==> src/core/csf_pkg.sv <==
package csf_pkg;
  localparam int ADDR_W = 9;
  localparam int DATA_W = 8;
  localparam int CNT_W = 9;
  localparam int NBUF = 3;

  localparam logic [ADDR_W-1:0] ADDR_MCTL = 9'h100;
  localparam logic [ADDR_W-1:0] ADDR_RFLG = 9'h104;
  localparam logic [ADDR_W-1:0] ADDR_RIEN = 9'h105;
  localparam logic [ADDR_W-1:0] ADDR_TFLG = 9'h106;
  localparam logic [ADDR_W-1:0] ADDR_TCTL = 9'h107;

  localparam int B_WAKE = 7;
  localparam int B_RWRN = 6;
  localparam int B_TWRN = 5;
  localparam int B_RPAS = 4;
  localparam int B_TPAS = 3;
  localparam int B_BOFF = 2;
  localparam int B_OVR = 1;
  localparam int B_RXF = 0;
  localparam int B_SRST = 0;
  localparam int B_HI_LO = 4;

  localparam logic [CNT_W-1:0] WARN_LVL = 9'h060;
  localparam logic [CNT_W-1:0] PASS_MIN = 9'h080;
  localparam logic [CNT_W-1:0] PASS_MAX = 9'h0ff;

  localparam logic [3:0] RUN_BITS = 4'hb;
  localparam logic [7:0] RUN_GROUPS = 8'h80;

  localparam logic [DATA_W-1:0] RFLG_RST = 8'h00;
  localparam logic [DATA_W-1:0] RIEN_RST = 8'h00;
  localparam logic [NBUF-1:0] TXE_RST = 3'h7;
  localparam logic [NBUF-1:0] ZERO3 = 3'h0;
  localparam logic [DATA_W-1:0] ZERO8 = 8'h00;
  localparam logic SRST_RST = 1'h0;

  typedef enum logic [2:0] {
    REC_IDLE = 3'b001,
    REC_RUN = 3'b010,
    REC_DONE = 3'b100
  } csf_rec_state_t;

  typedef struct packed {
    csf_rec_state_t st;
    logic [3:0] run_cnt;
    logic [7:0] grp_cnt;
  } csf_rec_t;

  typedef struct packed {
    logic soft_rst;
    logic [DATA_W-1:0] rflg;
    logic [DATA_W-1:0] rien;
    logic [NBUF-1:0] tx_buffer_empty;
    logic [NBUF-1:0] abort_acknowledge;
    logic [NBUF-1:0] abreq;
    logic [NBUF-1:0] txeie;
    logic [DATA_W-1:0] rdata;
    logic [1:0] rx_sync;
  } csf_state_t;
endpackage

==> src/core/csf_rec_if.sv <==
`timescale 1ns/1ps
interface csf_rec_if;
  logic active;
  logic bit_tick;
  logic recessive;
  logic done;
  modport ctl (output active, output bit_tick, output recessive, input done);
  modport rec (input active, input bit_tick, input recessive, output done);
endinterface

==> src/core/csf_status_flags.sv <==
// Chosen here: the strobed register port.
`timescale 1ns/1ps
module csf_status_flags
  import csf_pkg::*;
(
  // Clock and reset
  input wire logic clk_sys,
  input wire logic reset_n,
  // Register port
  input wire logic [ADDR_W-1:0] reg_addr,
  input wire logic [DATA_W-1:0] reg_wdata,
  input wire logic reg_wr,
  input wire logic reg_rd,
  output logic [DATA_W-1:0] reg_rdata,
  // Error counters
  input wire logic [CNT_W-1:0] rx_err_count,
  input wire logic [CNT_W-1:0] tx_err_count,
  // Receive path events
  input wire logic wakeup_event,
  input wire logic overrun_event,
  input wire logic bg_msg_valid,
  output logic fg_load,
  // Bus line
  input wire logic can_rx,
  input wire logic bit_tick,
  // Transmit buffers
  input wire logic [NBUF-1:0] tx_sent,
  input wire logic [NBUF-1:0] tx_abort_granted,
  output logic [NBUF-1:0] tx_pending,
  output logic [NBUF-1:0] abort_request,
  // Controller state
  output logic module_soft_reset,
  output logic bus_off_state,
  // Interrupts
  output logic wakeup_irq,
  output logic error_irq,
  output logic rx_irq,
  output logic tx_irq
);
  csf_state_t cur_reg;
  csf_state_t cur_next;

  csf_rec_if rec_link ();

  logic wr_mctl;
  logic wr_rflg;
  logic wr_rien;
  logic wr_tflg;
  logic wr_tctl;
  logic rx_warn_cond;
  logic tx_warn_cond;
  logic rx_pass_cond;
  logic tx_pass_cond;
  logic boff_cond;
  logic load_now;
  logic [DATA_W-1:0] rflg_cond;
  logic [DATA_W-1:0] rflg_set;
  logic [DATA_W-1:0] rflg_clr;
  logic [NBUF-1:0] abort_hit;
  logic [NBUF-1:0] txe_set;
  logic [NBUF-1:0] txe_clr;
  logic [NBUF-1:0] abreq_set;

  csf_busoff_recovery u_recovery (
    .clk_sys (clk_sys),
    .reset_n (reset_n),
    .bus (rec_link.rec)
  );

  assign rec_link.active = cur_reg.rflg[B_BOFF];
  assign rec_link.bit_tick = bit_tick;
  assign rec_link.recessive = cur_reg.rx_sync[1];

  // Write strobes by address.
  always_comb
  begin
    wr_mctl = reg_wr && (reg_addr == ADDR_MCTL);
    wr_rflg = reg_wr && (reg_addr == ADDR_RFLG);
    wr_rien = reg_wr && (reg_addr == ADDR_RIEN);
    wr_tflg = reg_wr && (reg_addr == ADDR_TFLG);
    wr_tctl = reg_wr && (reg_addr == ADDR_TCTL);
  end

  // Error state conditions from the counters and the current flags.
  always_comb
  begin
    boff_cond = tx_err_count > PASS_MAX;
    rx_pass_cond = (rx_err_count >= PASS_MIN) && (rx_err_count <= PASS_MAX)
      && !cur_reg.rflg[B_BOFF];
    tx_pass_cond = (tx_err_count >= PASS_MIN) && (tx_err_count <= PASS_MAX)
      && !cur_reg.rflg[B_BOFF];
    rx_warn_cond = (rx_err_count >= WARN_LVL) && !cur_reg.rflg[B_RPAS]
      && !cur_reg.rflg[B_TPAS] && !cur_reg.rflg[B_BOFF];
    tx_warn_cond = (tx_err_count > WARN_LVL) && !cur_reg.rflg[B_RPAS]
      && !cur_reg.rflg[B_TPAS] && !cur_reg.rflg[B_BOFF];
  end

  // The background buffer moves only when the foreground one is free.
  always_comb
  begin
    load_now = bg_msg_valid && !cur_reg.rflg[B_RXF] && !cur_reg.soft_rst;
  end

  // Set and clear terms of the receive flags.
  always_comb
  begin
    rflg_set = ZERO8;
    rflg_set[B_WAKE] = wakeup_event;
    rflg_set[B_RWRN] = rx_warn_cond;
    rflg_set[B_TWRN] = tx_warn_cond;
    rflg_set[B_RPAS] = rx_pass_cond;
    rflg_set[B_TPAS] = tx_pass_cond;
    rflg_set[B_BOFF] = boff_cond;
    rflg_set[B_OVR] = overrun_event;
    rflg_set[B_RXF] = load_now;
    rflg_cond = rflg_set;
    // Bus-off stays while recovery is still running, even if the count fell.
    rflg_cond[B_BOFF] = boff_cond || !rec_link.done;
    if (wr_rflg)
    begin
      rflg_clr = reg_wdata & ~rflg_cond;
    end
    else
    begin
      rflg_clr = ZERO8;
    end
  end

  // Transmit buffer terms.
  always_comb
  begin
    abort_hit = tx_abort_granted & cur_reg.abreq;
    txe_set = tx_sent | abort_hit;
    if (wr_tflg)
    begin
      txe_clr = reg_wdata[NBUF-1:0] & ~txe_set;
    end
    else
    begin
      txe_clr = ZERO3;
    end
    if (wr_tctl)
    begin
      abreq_set = reg_wdata[B_HI_LO +: NBUF] & ~cur_reg.tx_buffer_empty & ~txe_set;
    end
    else
    begin
      abreq_set = ZERO3;
    end
  end

  // Next state.
  always_comb
  begin
    cur_next = cur_reg;
    cur_next.rx_sync = {cur_reg.rx_sync[0], can_rx};
    cur_next.rdata = ZERO8;
    if (wr_mctl)
    begin
      cur_next.soft_rst = reg_wdata[B_SRST];
    end
    if (cur_reg.soft_rst)
    begin
      cur_next.rflg = RFLG_RST;
      cur_next.rien = RIEN_RST;
      cur_next.tx_buffer_empty = TXE_RST;
      cur_next.abort_acknowledge = ZERO3;
      cur_next.abreq = ZERO3;
      cur_next.txeie = ZERO3;
    end
    else
    begin
      // A flag set in the same cycle as its clear stays set.
      cur_next.rflg = (cur_reg.rflg & ~rflg_clr) | rflg_set;
      if (wr_rien)
      begin
        cur_next.rien = reg_wdata;
      end
      for (int i = 0; i < NBUF; i++)
      begin
        if (txe_set[i])
        begin
          cur_next.tx_buffer_empty[i] = 1'b1;
          cur_next.abreq[i] = 1'b0;
          if (abort_hit[i])
          begin
            cur_next.abort_acknowledge[i] = 1'b1;
          end
        end
        else if (txe_clr[i])
        begin
          cur_next.tx_buffer_empty[i] = 1'b0;
          cur_next.abort_acknowledge[i] = 1'b0;
        end
        if (abreq_set[i])
        begin
          cur_next.abreq[i] = 1'b1;
        end
      end
      if (wr_tctl)
      begin
        cur_next.txeie = reg_wdata[NBUF-1:0];
      end
    end
    if (reg_rd)
    begin
      case (reg_addr)
        ADDR_MCTL:
        begin
          cur_next.rdata[B_SRST] = cur_reg.soft_rst;
        end
        ADDR_RFLG:
        begin
          cur_next.rdata = cur_reg.rflg;
        end
        ADDR_RIEN:
        begin
          cur_next.rdata = cur_reg.rien;
        end
        ADDR_TFLG:
        begin
          cur_next.rdata[B_HI_LO +: NBUF] = cur_reg.abort_acknowledge;
          cur_next.rdata[NBUF-1:0] = cur_reg.tx_buffer_empty;
        end
        ADDR_TCTL:
        begin
          cur_next.rdata[B_HI_LO +: NBUF] = cur_reg.abreq;
          cur_next.rdata[NBUF-1:0] = cur_reg.txeie;
        end
        default:
        begin
          cur_next.rdata = ZERO8;
        end
      endcase
    end
  end

  always_ff @(posedge clk_sys or negedge reset_n)
  begin
    if (!reset_n)
    begin
      cur_reg.soft_rst <= SRST_RST;
      cur_reg.rflg <= RFLG_RST;
      cur_reg.rien <= RIEN_RST;
      cur_reg.tx_buffer_empty <= TXE_RST;
      cur_reg.abort_acknowledge <= ZERO3;
      cur_reg.abreq <= ZERO3;
      cur_reg.txeie <= ZERO3;
      cur_reg.rdata <= ZERO8;
      cur_reg.rx_sync <= 2'h3;
    end
    else
    begin
      cur_reg <= cur_next;
    end
  end

  // Interrupts are plain levels so software sees them drop as soon as
  // the flag or its enable goes away.
  always_comb
  begin
    wakeup_irq = cur_reg.rflg[B_WAKE] && cur_reg.rien[B_WAKE];
    rx_irq = cur_reg.rflg[B_RXF] && cur_reg.rien[B_RXF];
    error_irq = |(cur_reg.rflg[B_RWRN:B_OVR] & cur_reg.rien[B_RWRN:B_OVR]);
    tx_irq = |(cur_reg.tx_buffer_empty & cur_reg.txeie);
  end

  assign reg_rdata = cur_reg.rdata;
  assign fg_load = load_now;
  assign tx_pending = ~cur_reg.tx_buffer_empty;
  assign abort_request = cur_reg.abreq;
  assign module_soft_reset = cur_reg.soft_rst;
  assign bus_off_state = cur_reg.rflg[B_BOFF];
endmodule

==> src/core/csf_busoff_recovery.sv <==
`timescale 1ns/1ps
module csf_busoff_recovery
  import csf_pkg::*;
(
  // Clock and reset
  input wire logic clk_sys,
  input wire logic reset_n,
  // Link to the flag logic
  csf_rec_if.rec bus
);
  csf_rec_t cur_reg;
  csf_rec_t cur_next;

  // A dominant bit restarts only the current run; completed runs are kept.
  always_comb
  begin
    cur_next = cur_reg;
    case (cur_reg.st)
      REC_IDLE:
      begin
        cur_next.run_cnt = 4'h0;
        cur_next.grp_cnt = 8'h00;
        if (bus.active)
        begin
          cur_next.st = REC_RUN;
        end
      end
      REC_RUN:
      begin
        if (!bus.active)
        begin
          cur_next.st = REC_IDLE;
        end
        else if (bus.bit_tick && !bus.recessive)
        begin
          cur_next.run_cnt = 4'h0;
        end
        else if (bus.bit_tick)
        begin
          if (cur_reg.run_cnt == RUN_BITS - 4'h1)
          begin
            cur_next.run_cnt = 4'h0;
            cur_next.grp_cnt = cur_reg.grp_cnt + 8'h01;
            if (cur_reg.grp_cnt == RUN_GROUPS - 8'h01)
            begin
              cur_next.st = REC_DONE;
            end
          end
          else
          begin
            cur_next.run_cnt = cur_reg.run_cnt + 4'h1;
          end
        end
      end
      REC_DONE:
      begin
        if (!bus.active)
        begin
          cur_next.st = REC_IDLE;
        end
      end
      default:
      begin
        cur_next.st = REC_IDLE;
      end
    endcase
  end

  always_ff @(posedge clk_sys or negedge reset_n)
  begin
    if (!reset_n)
    begin
      cur_reg <= '{st: REC_IDLE, run_cnt: 4'h0, grp_cnt: 8'h00};
    end
    else
    begin
      cur_reg <= cur_next;
    end
  end

  assign bus.done = (cur_reg.st == REC_DONE);
endmodule

==> config.mk <==
export PLATFORM = sky130hd
export DESIGN_NAME = csf_status_flags
export DESIGN_NICKNAME = d
export VERILOG_FILES = /design/src/core/csf_pkg.sv /design/src/core/csf_rec_if.sv /design/src/core/csf_status_flags.sv /design/src/core/csf_busoff_recovery.sv
export SDC_FILE = /design/constraint.sdc
export NUM_CORES = 1
export LEC_CHECK = 0
export ABC_AREA = 1
export BUFFER_PORTS_ARGS = -buffer_cell sky130_fd_sc_hd__buf_2
export CAP_MARGIN = 10
export CORE_ASPECT_RATIO = 0.7
export CORE_UTILIZATION = 49
export DETAILED_ROUTE_END_ITERATION = 8
export GPL_ROUTABILITY_DRIVEN = 0
export MAX_ROUTING_LAYER = met4
export PLACE_DENSITY = 0.86
export SLEW_MARGIN = 20
export SYNTH_ARGS = -nofsm -noshare
export SYNTH_HDL_FRONTEND = slang
export SYNTH_SLANG_ARGS = --single-unit
==> constraint.sdc <==
create_clock -name clk_sys -period 1.4 [get_ports clk_sys]
set_clock_uncertainty 0.05 [all_clocks]
set_input_delay 0.07 -clock clk_sys [delete_from_list [all_inputs] [get_ports clk_sys]]
set_output_delay 0.07 -clock clk_sys [all_outputs]
set_load 0.03 [all_outputs]
# [After elaboration in Yosys (flattened, before gate mapping)]
# Index checks and enable logic that the tools add are counted.
[word_totals] register_bits=54 elab_cells=154 output_inout_bits=21
[op_classes] order_cmp=7 mux=44 addsub=2 n_eq_ne=24 n_reduce_logical=45 bitwise_logic=14
[op_table] cell="equality test 9 bit, second input constant" n=5
[op_table] cell="2-to-1 mux 8 bit" n=5
[op_table] cell="2-to-1 mux 28 bit" n=1
[op_table] cell="2-to-1 mux 3 bit" n=9
[op_table] cell="one-hot mux 12 bit (2 select lines)" n=1
[op_table] cell="logical AND 1 bit" n=20
[op_table] cell=">= comparator 9 x 8 -> 1 bit, second input constant" n=2
[op_table] cell="<= comparator 9 x 8 -> 1 bit, second input constant" n=2
[op_table] cell="2-to-1 mux 1 bit" n=18
[op_table] cell="nonzero test 3 bit" n=6
[op_table] cell="AND 8 bit" n=2
[op_table] cell="inverter 8 bit" n=2
[op_table] cell="AND 3 bit" n=5
[op_table] cell="2-to-1 mux 15 bit" n=1
[op_table] cell="inequality test 3 bit, second input constant" n=5
[op_table] cell="2-to-1 mux 12 bit" n=1
[op_table] cell="one-hot mux 3 bit (4 select lines)" n=1
[op_table] cell="inequality test 2 bit, second input constant" n=5
[op_table] cell=">= comparator 9 x 7 -> 1 bit, second input constant" n=1
[op_table] cell="greater-than comparator 9 x 7 -> 1 bit, second input constant" n=1
[op_table] cell="greater-than comparator 9 x 8 -> 1 bit, second input constant" n=1
[op_table] cell="inequality test 3 x 2 -> 1 bit, second input constant" n=3
[op_table] cell="one-hot mux 3 bit (3 select lines)" n=1
[op_table] cell="adder 8 x 1 -> 8 bit, second input constant" n=1
[op_table] cell="other kinds (24)" n=37

# [Depth between registers and ports, before layout]
[depth] ltp_word=11 depth_mapped=9

# [Modules after synthesis]
# A second synthesis with hierarchy kept.
[hier_totals] hier_cells=423 hier_area_um2=3203.1
[modules_own_cells] mod="csf_status_flags" seq_area_each_um2=982.2 cells_each=289 area_each_um2=2232.1 instances=1
[modules_own_cells] mod="csf_busoff_recovery" seq_area_each_um2=376.6 cells_each=134 area_each_um2=970.9 instances=1

# [Least setup slack after synthesis]
# OpenSTA, ideal clock, no wires.
[synth_timing] kind="register -> output" start="register cur_reg, in the netlist module_soft_reset" end="output port fg_load" arrival_time_ns=1.374 stages_incl_launch_ff=6 slack_ns=-0.094 path_cell_list="dfrtp_1 -> clkbuf_1 -> inv_1 -> clkbuf_1 -> nand3_1 -> inv_1"
[synth_via] elab_chain_len=2
[synth_rtl] item="start: declaration" line="csf_status_flags.sv:40" source="csf_state_t cur_reg;"
[synth_rtl] item="start signal: assignment" line="csf_status_flags.sv:254" source="cur_reg <= cur_next;"
[synth_rtl] item="logical NOT 1 bit" line="csf_status_flags.sv:101" source="load_now = bg_msg_valid && !cur_reg.rflg[B_RXF] && !cur_reg.soft_rst;"
[synth_rtl] item="logical AND 1 bit" line="csf_status_flags.sv:101"
[synth_rtl] item="end: declaration" line="csf_status_flags.sv:22" source="output logic fg_load,"
# No other way between the ends.

==> impl_metrics.env <==
export IMPL_outcome="finished with violations"
export IMPL_violations="negative hold slack, negative setup slack"
export IMPL_cts_tree="built"
export IMPL_synth_most_common_cell="nand2_1"
export IMPL_grt_pass1_vias=2969
export IMPL_setup_worst_path_end_class="flip-flop"
export IMPL_placement_io_buffers=65
export IMPL_netlist_area_mm2=0.00300
export IMPL_io_pins=71
export IMPL_cts_sinks=54
export IMPL_hold_depth=3
export IMPL_fmax_mhz=634
export IMPL_r2r_end="u_recovery.cur_reg[14]"
export IMPL_min_from="reg_wdata[6]"
export IMPL_largest_reg_flops=25
export IMPL_finalNonFillerCells=585
export IMPL_regToRegSetupSlack_ns=-0.18
export IMPL_place_area_mm2=0.00349
export IMPL_reg2regPathDepth=8
export IMPL_worstHoldEndpoint="abort_request[2]"
export IMPL_ys_types=31
export IMPL_yosysWarnings=0
export IMPL_powerDensity_mw_per_mm2=1010
export IMPL_path_class="flip-flop to flip-flop"
export IMPL_cts_buffer_depth=2
export IMPL_min_path_type="input port to flip-flop"
export IMPL_diodes=0
export IMPL_syn_to_final_growth_pct=35.5
export IMPL_synth_edf_count=0
export IMPL_drtIter0Drc=359
export IMPL_grt_pass1_wl_um=13500
export IMPL_dp_hpwl_um=5870
export IMPL_whs_ns=-0.000762
export IMPL_core_area_mm2=0.00581
export IMPL_synth_top_cells_by_count="nand2_1, nand3_1, inv_1, dfrtp_1, nor2_1"
export IMPL_yosysTopAreaCell="dfrtp_1"
export IMPL_maxCapViolations=0
export IMPL_htree_levels=2
export IMPL_period_minus_slack_ns=1.58
export IMPL_hold_viol=1
export IMPL_clockRootBuffer="clkbuf_8"
export IMPL_min_period_over_period=1.13
export IMPL_antenna_found_initial=0
export IMPL_avgViaCountPerCell=5.81
export IMPL_finalSetupViolCount=15
export IMPL_grt_max_degree=26
export IMPL_utilization=0.699
export IMPL_cp_arrival_ns=1.71
export IMPL_async_flop_share=1.00
export IMPL_synth_ff_type="dfrtp_1"
export IMPL_drc=0
export IMPL_wire_per_inst_um=16.5
export IMPL_syn_area_per_cell_um2=7.48
export IMPL_antenna_left=0
export IMPL_synth_area_leaders="dfrtp_1, nand2_1, nand3_1"
export IMPL_clk_pin_slew_ns=0.10
export IMPL_via_count=3397
export IMPL_die_y_um=67.5
export IMPL_cp_start_kind="flip-flop"
export IMPL_place_ws_ns=-0.141
export IMPL_ys_ff_latch=54
export IMPL_first_pass_iters=6
export IMPL_start_util=0.516
export IMPL_cp_max_fo=2
export IMPL_layout_drive_gt1_share=0.335
export IMPL_timing_rr_start="u_recovery.cur_reg[8]"
export IMPL_track_usage=0.285
export IMPL_drv_slew=0
export IMPL_postSynthCellCount=401
export IMPL_yosys_area_top_type_share=0.400
export IMPL_routed_wl_um=9630
export IMPL_cts_buffers=5
export IMPL_insertion_delay_ns=0.30
export IMPL_dpl_cell_count=545
export IMPL_postLayoutCellArea_mm2=0.00407
export IMPL_startpoint="u_recovery.cur_reg[8]"
export IMPL_final_nets=562
export IMPL_chipWidth_um=95.5
export IMPL_totalPowerFinal_w=0.00413
export IMPL_rows=23
export IMPL_p_leak_nw=2.05
export IMPL_max_vdd_ir_drop_mv=0.635
export IMPL_rsz0062_at_grt="yes"
export IMPL_overflow=0
export IMPL_die_area_mm2=0.00645
export IMPL_fillers=421
export IMPL_tightest_slew_ns=0.475
export IMPL_required_ns=1.54
export IMPL_setup_ws_ns=-0.177
export IMPL_synth_fp_nets=454
export IMPL_yosysSeqAreaShare=0.453
export IMPL_max_slew_margin=0.683
==> power by group <==
group          leakage (nW)  switching, W  internal (W)
clock network        0.0482      0.000518      0.000401
registers             0.722     0.0000552       0.00165
logic                  1.28      0.000832      0.000673
==> layout by cell type, fill, tap and decap left out, types with 14 or more instances in the layout <==
cell type / Yosys / final
buf_2: 3 / 63
buf_4: 11 / 38
dfrtp_1: 48 / 46
dlygate4sd3_1: 0 / 14
inv_1: 53 / 42
nand2_1: 81 / 73
nand3_1: 56 / 53
nand4_1: 16 / 16
nor2_1: 44 / 40
o21ai_0: 30 / 19
==> critical path: stages (launching register included) <==
cell	delay [ns]
dfrtp_1	0.40
inv_2	0.09
ha_4	0.15
nand3_2	0.11
nor2_1	0.14
nand4_1	0.14
nand2_1	0.14
nand3_1	0.10
o21ai_0	0.14
==> through the flow <==
step	setup TNS, ns	hold slack [ns]
3_5_place_dp	-0.838	-0.0138
2_1_floorplan	-0.0552	-0.276
6_report	-0.993	-0.000762
5_1_grt	-2.07	0.00711
3_3_place_gp	-0.184	-0.0154
4_1_cts	-0.224	0.00577
==> routing by layer <==
metal | up-vias | global-route usage | routed length, um
li1 | 1517 | - | -
met1 | 1568 | 0.376 | 3880
met2 | 264 | 0.438 | 4260
met3 | 48 | 0.0574 | 1140
met4 | 0 | 0.106 | 350
met5 | - | - | 0
==> timing repair <==
item | CTS | global route
pin swaps | 5 | 15
setup endpoints to repair | 14 | 19
cloned | 1 | 0
endpoints found under the hold margin | 33 | 0
resized for setup | 27 | 47
setup buffers | 17 | 3
hold buffers | 14 | 0
==> logic make-up after synthesis <==
family	after synthesis	synth area share
buffers and inverters	75	0.111
XOR/XNOR	4	0.0117
flip-flops	54	0.453
adder cells (fa/ha/maj)	3	0.0125
AO/OA/AOI/OAI	54	0.0963
AND/OR/NAND/NOR	211	0.315
==> worst max path at each step <==
stage,endpoint,slack (ns)
floorplan,u_recovery.cur_reg[3],-0.03
CTS,u_recovery.cur_reg[3],-0.07
global placement,u_recovery.cur_reg[3],-0.07
global route,u_recovery.cur_reg[3],-0.23
finish,u_recovery.cur_reg[14],-0.18
detailed placement,u_recovery.cur_reg[3],-0.14
==> area by class of cell <==
cell class                 count  area, um^2  share of cell area
clock inverter                 1        5.00             0.00123
tap                           75        93.8              0.0231
inverter                      54         203              0.0499
clock buffer                   7        86.3              0.0212
multi-input combinational    272        1490               0.366
sequential                    54        1360               0.335
timing repair buffer         122         828               0.204
No activity file was read; power rests on OpenSTA's default activity.
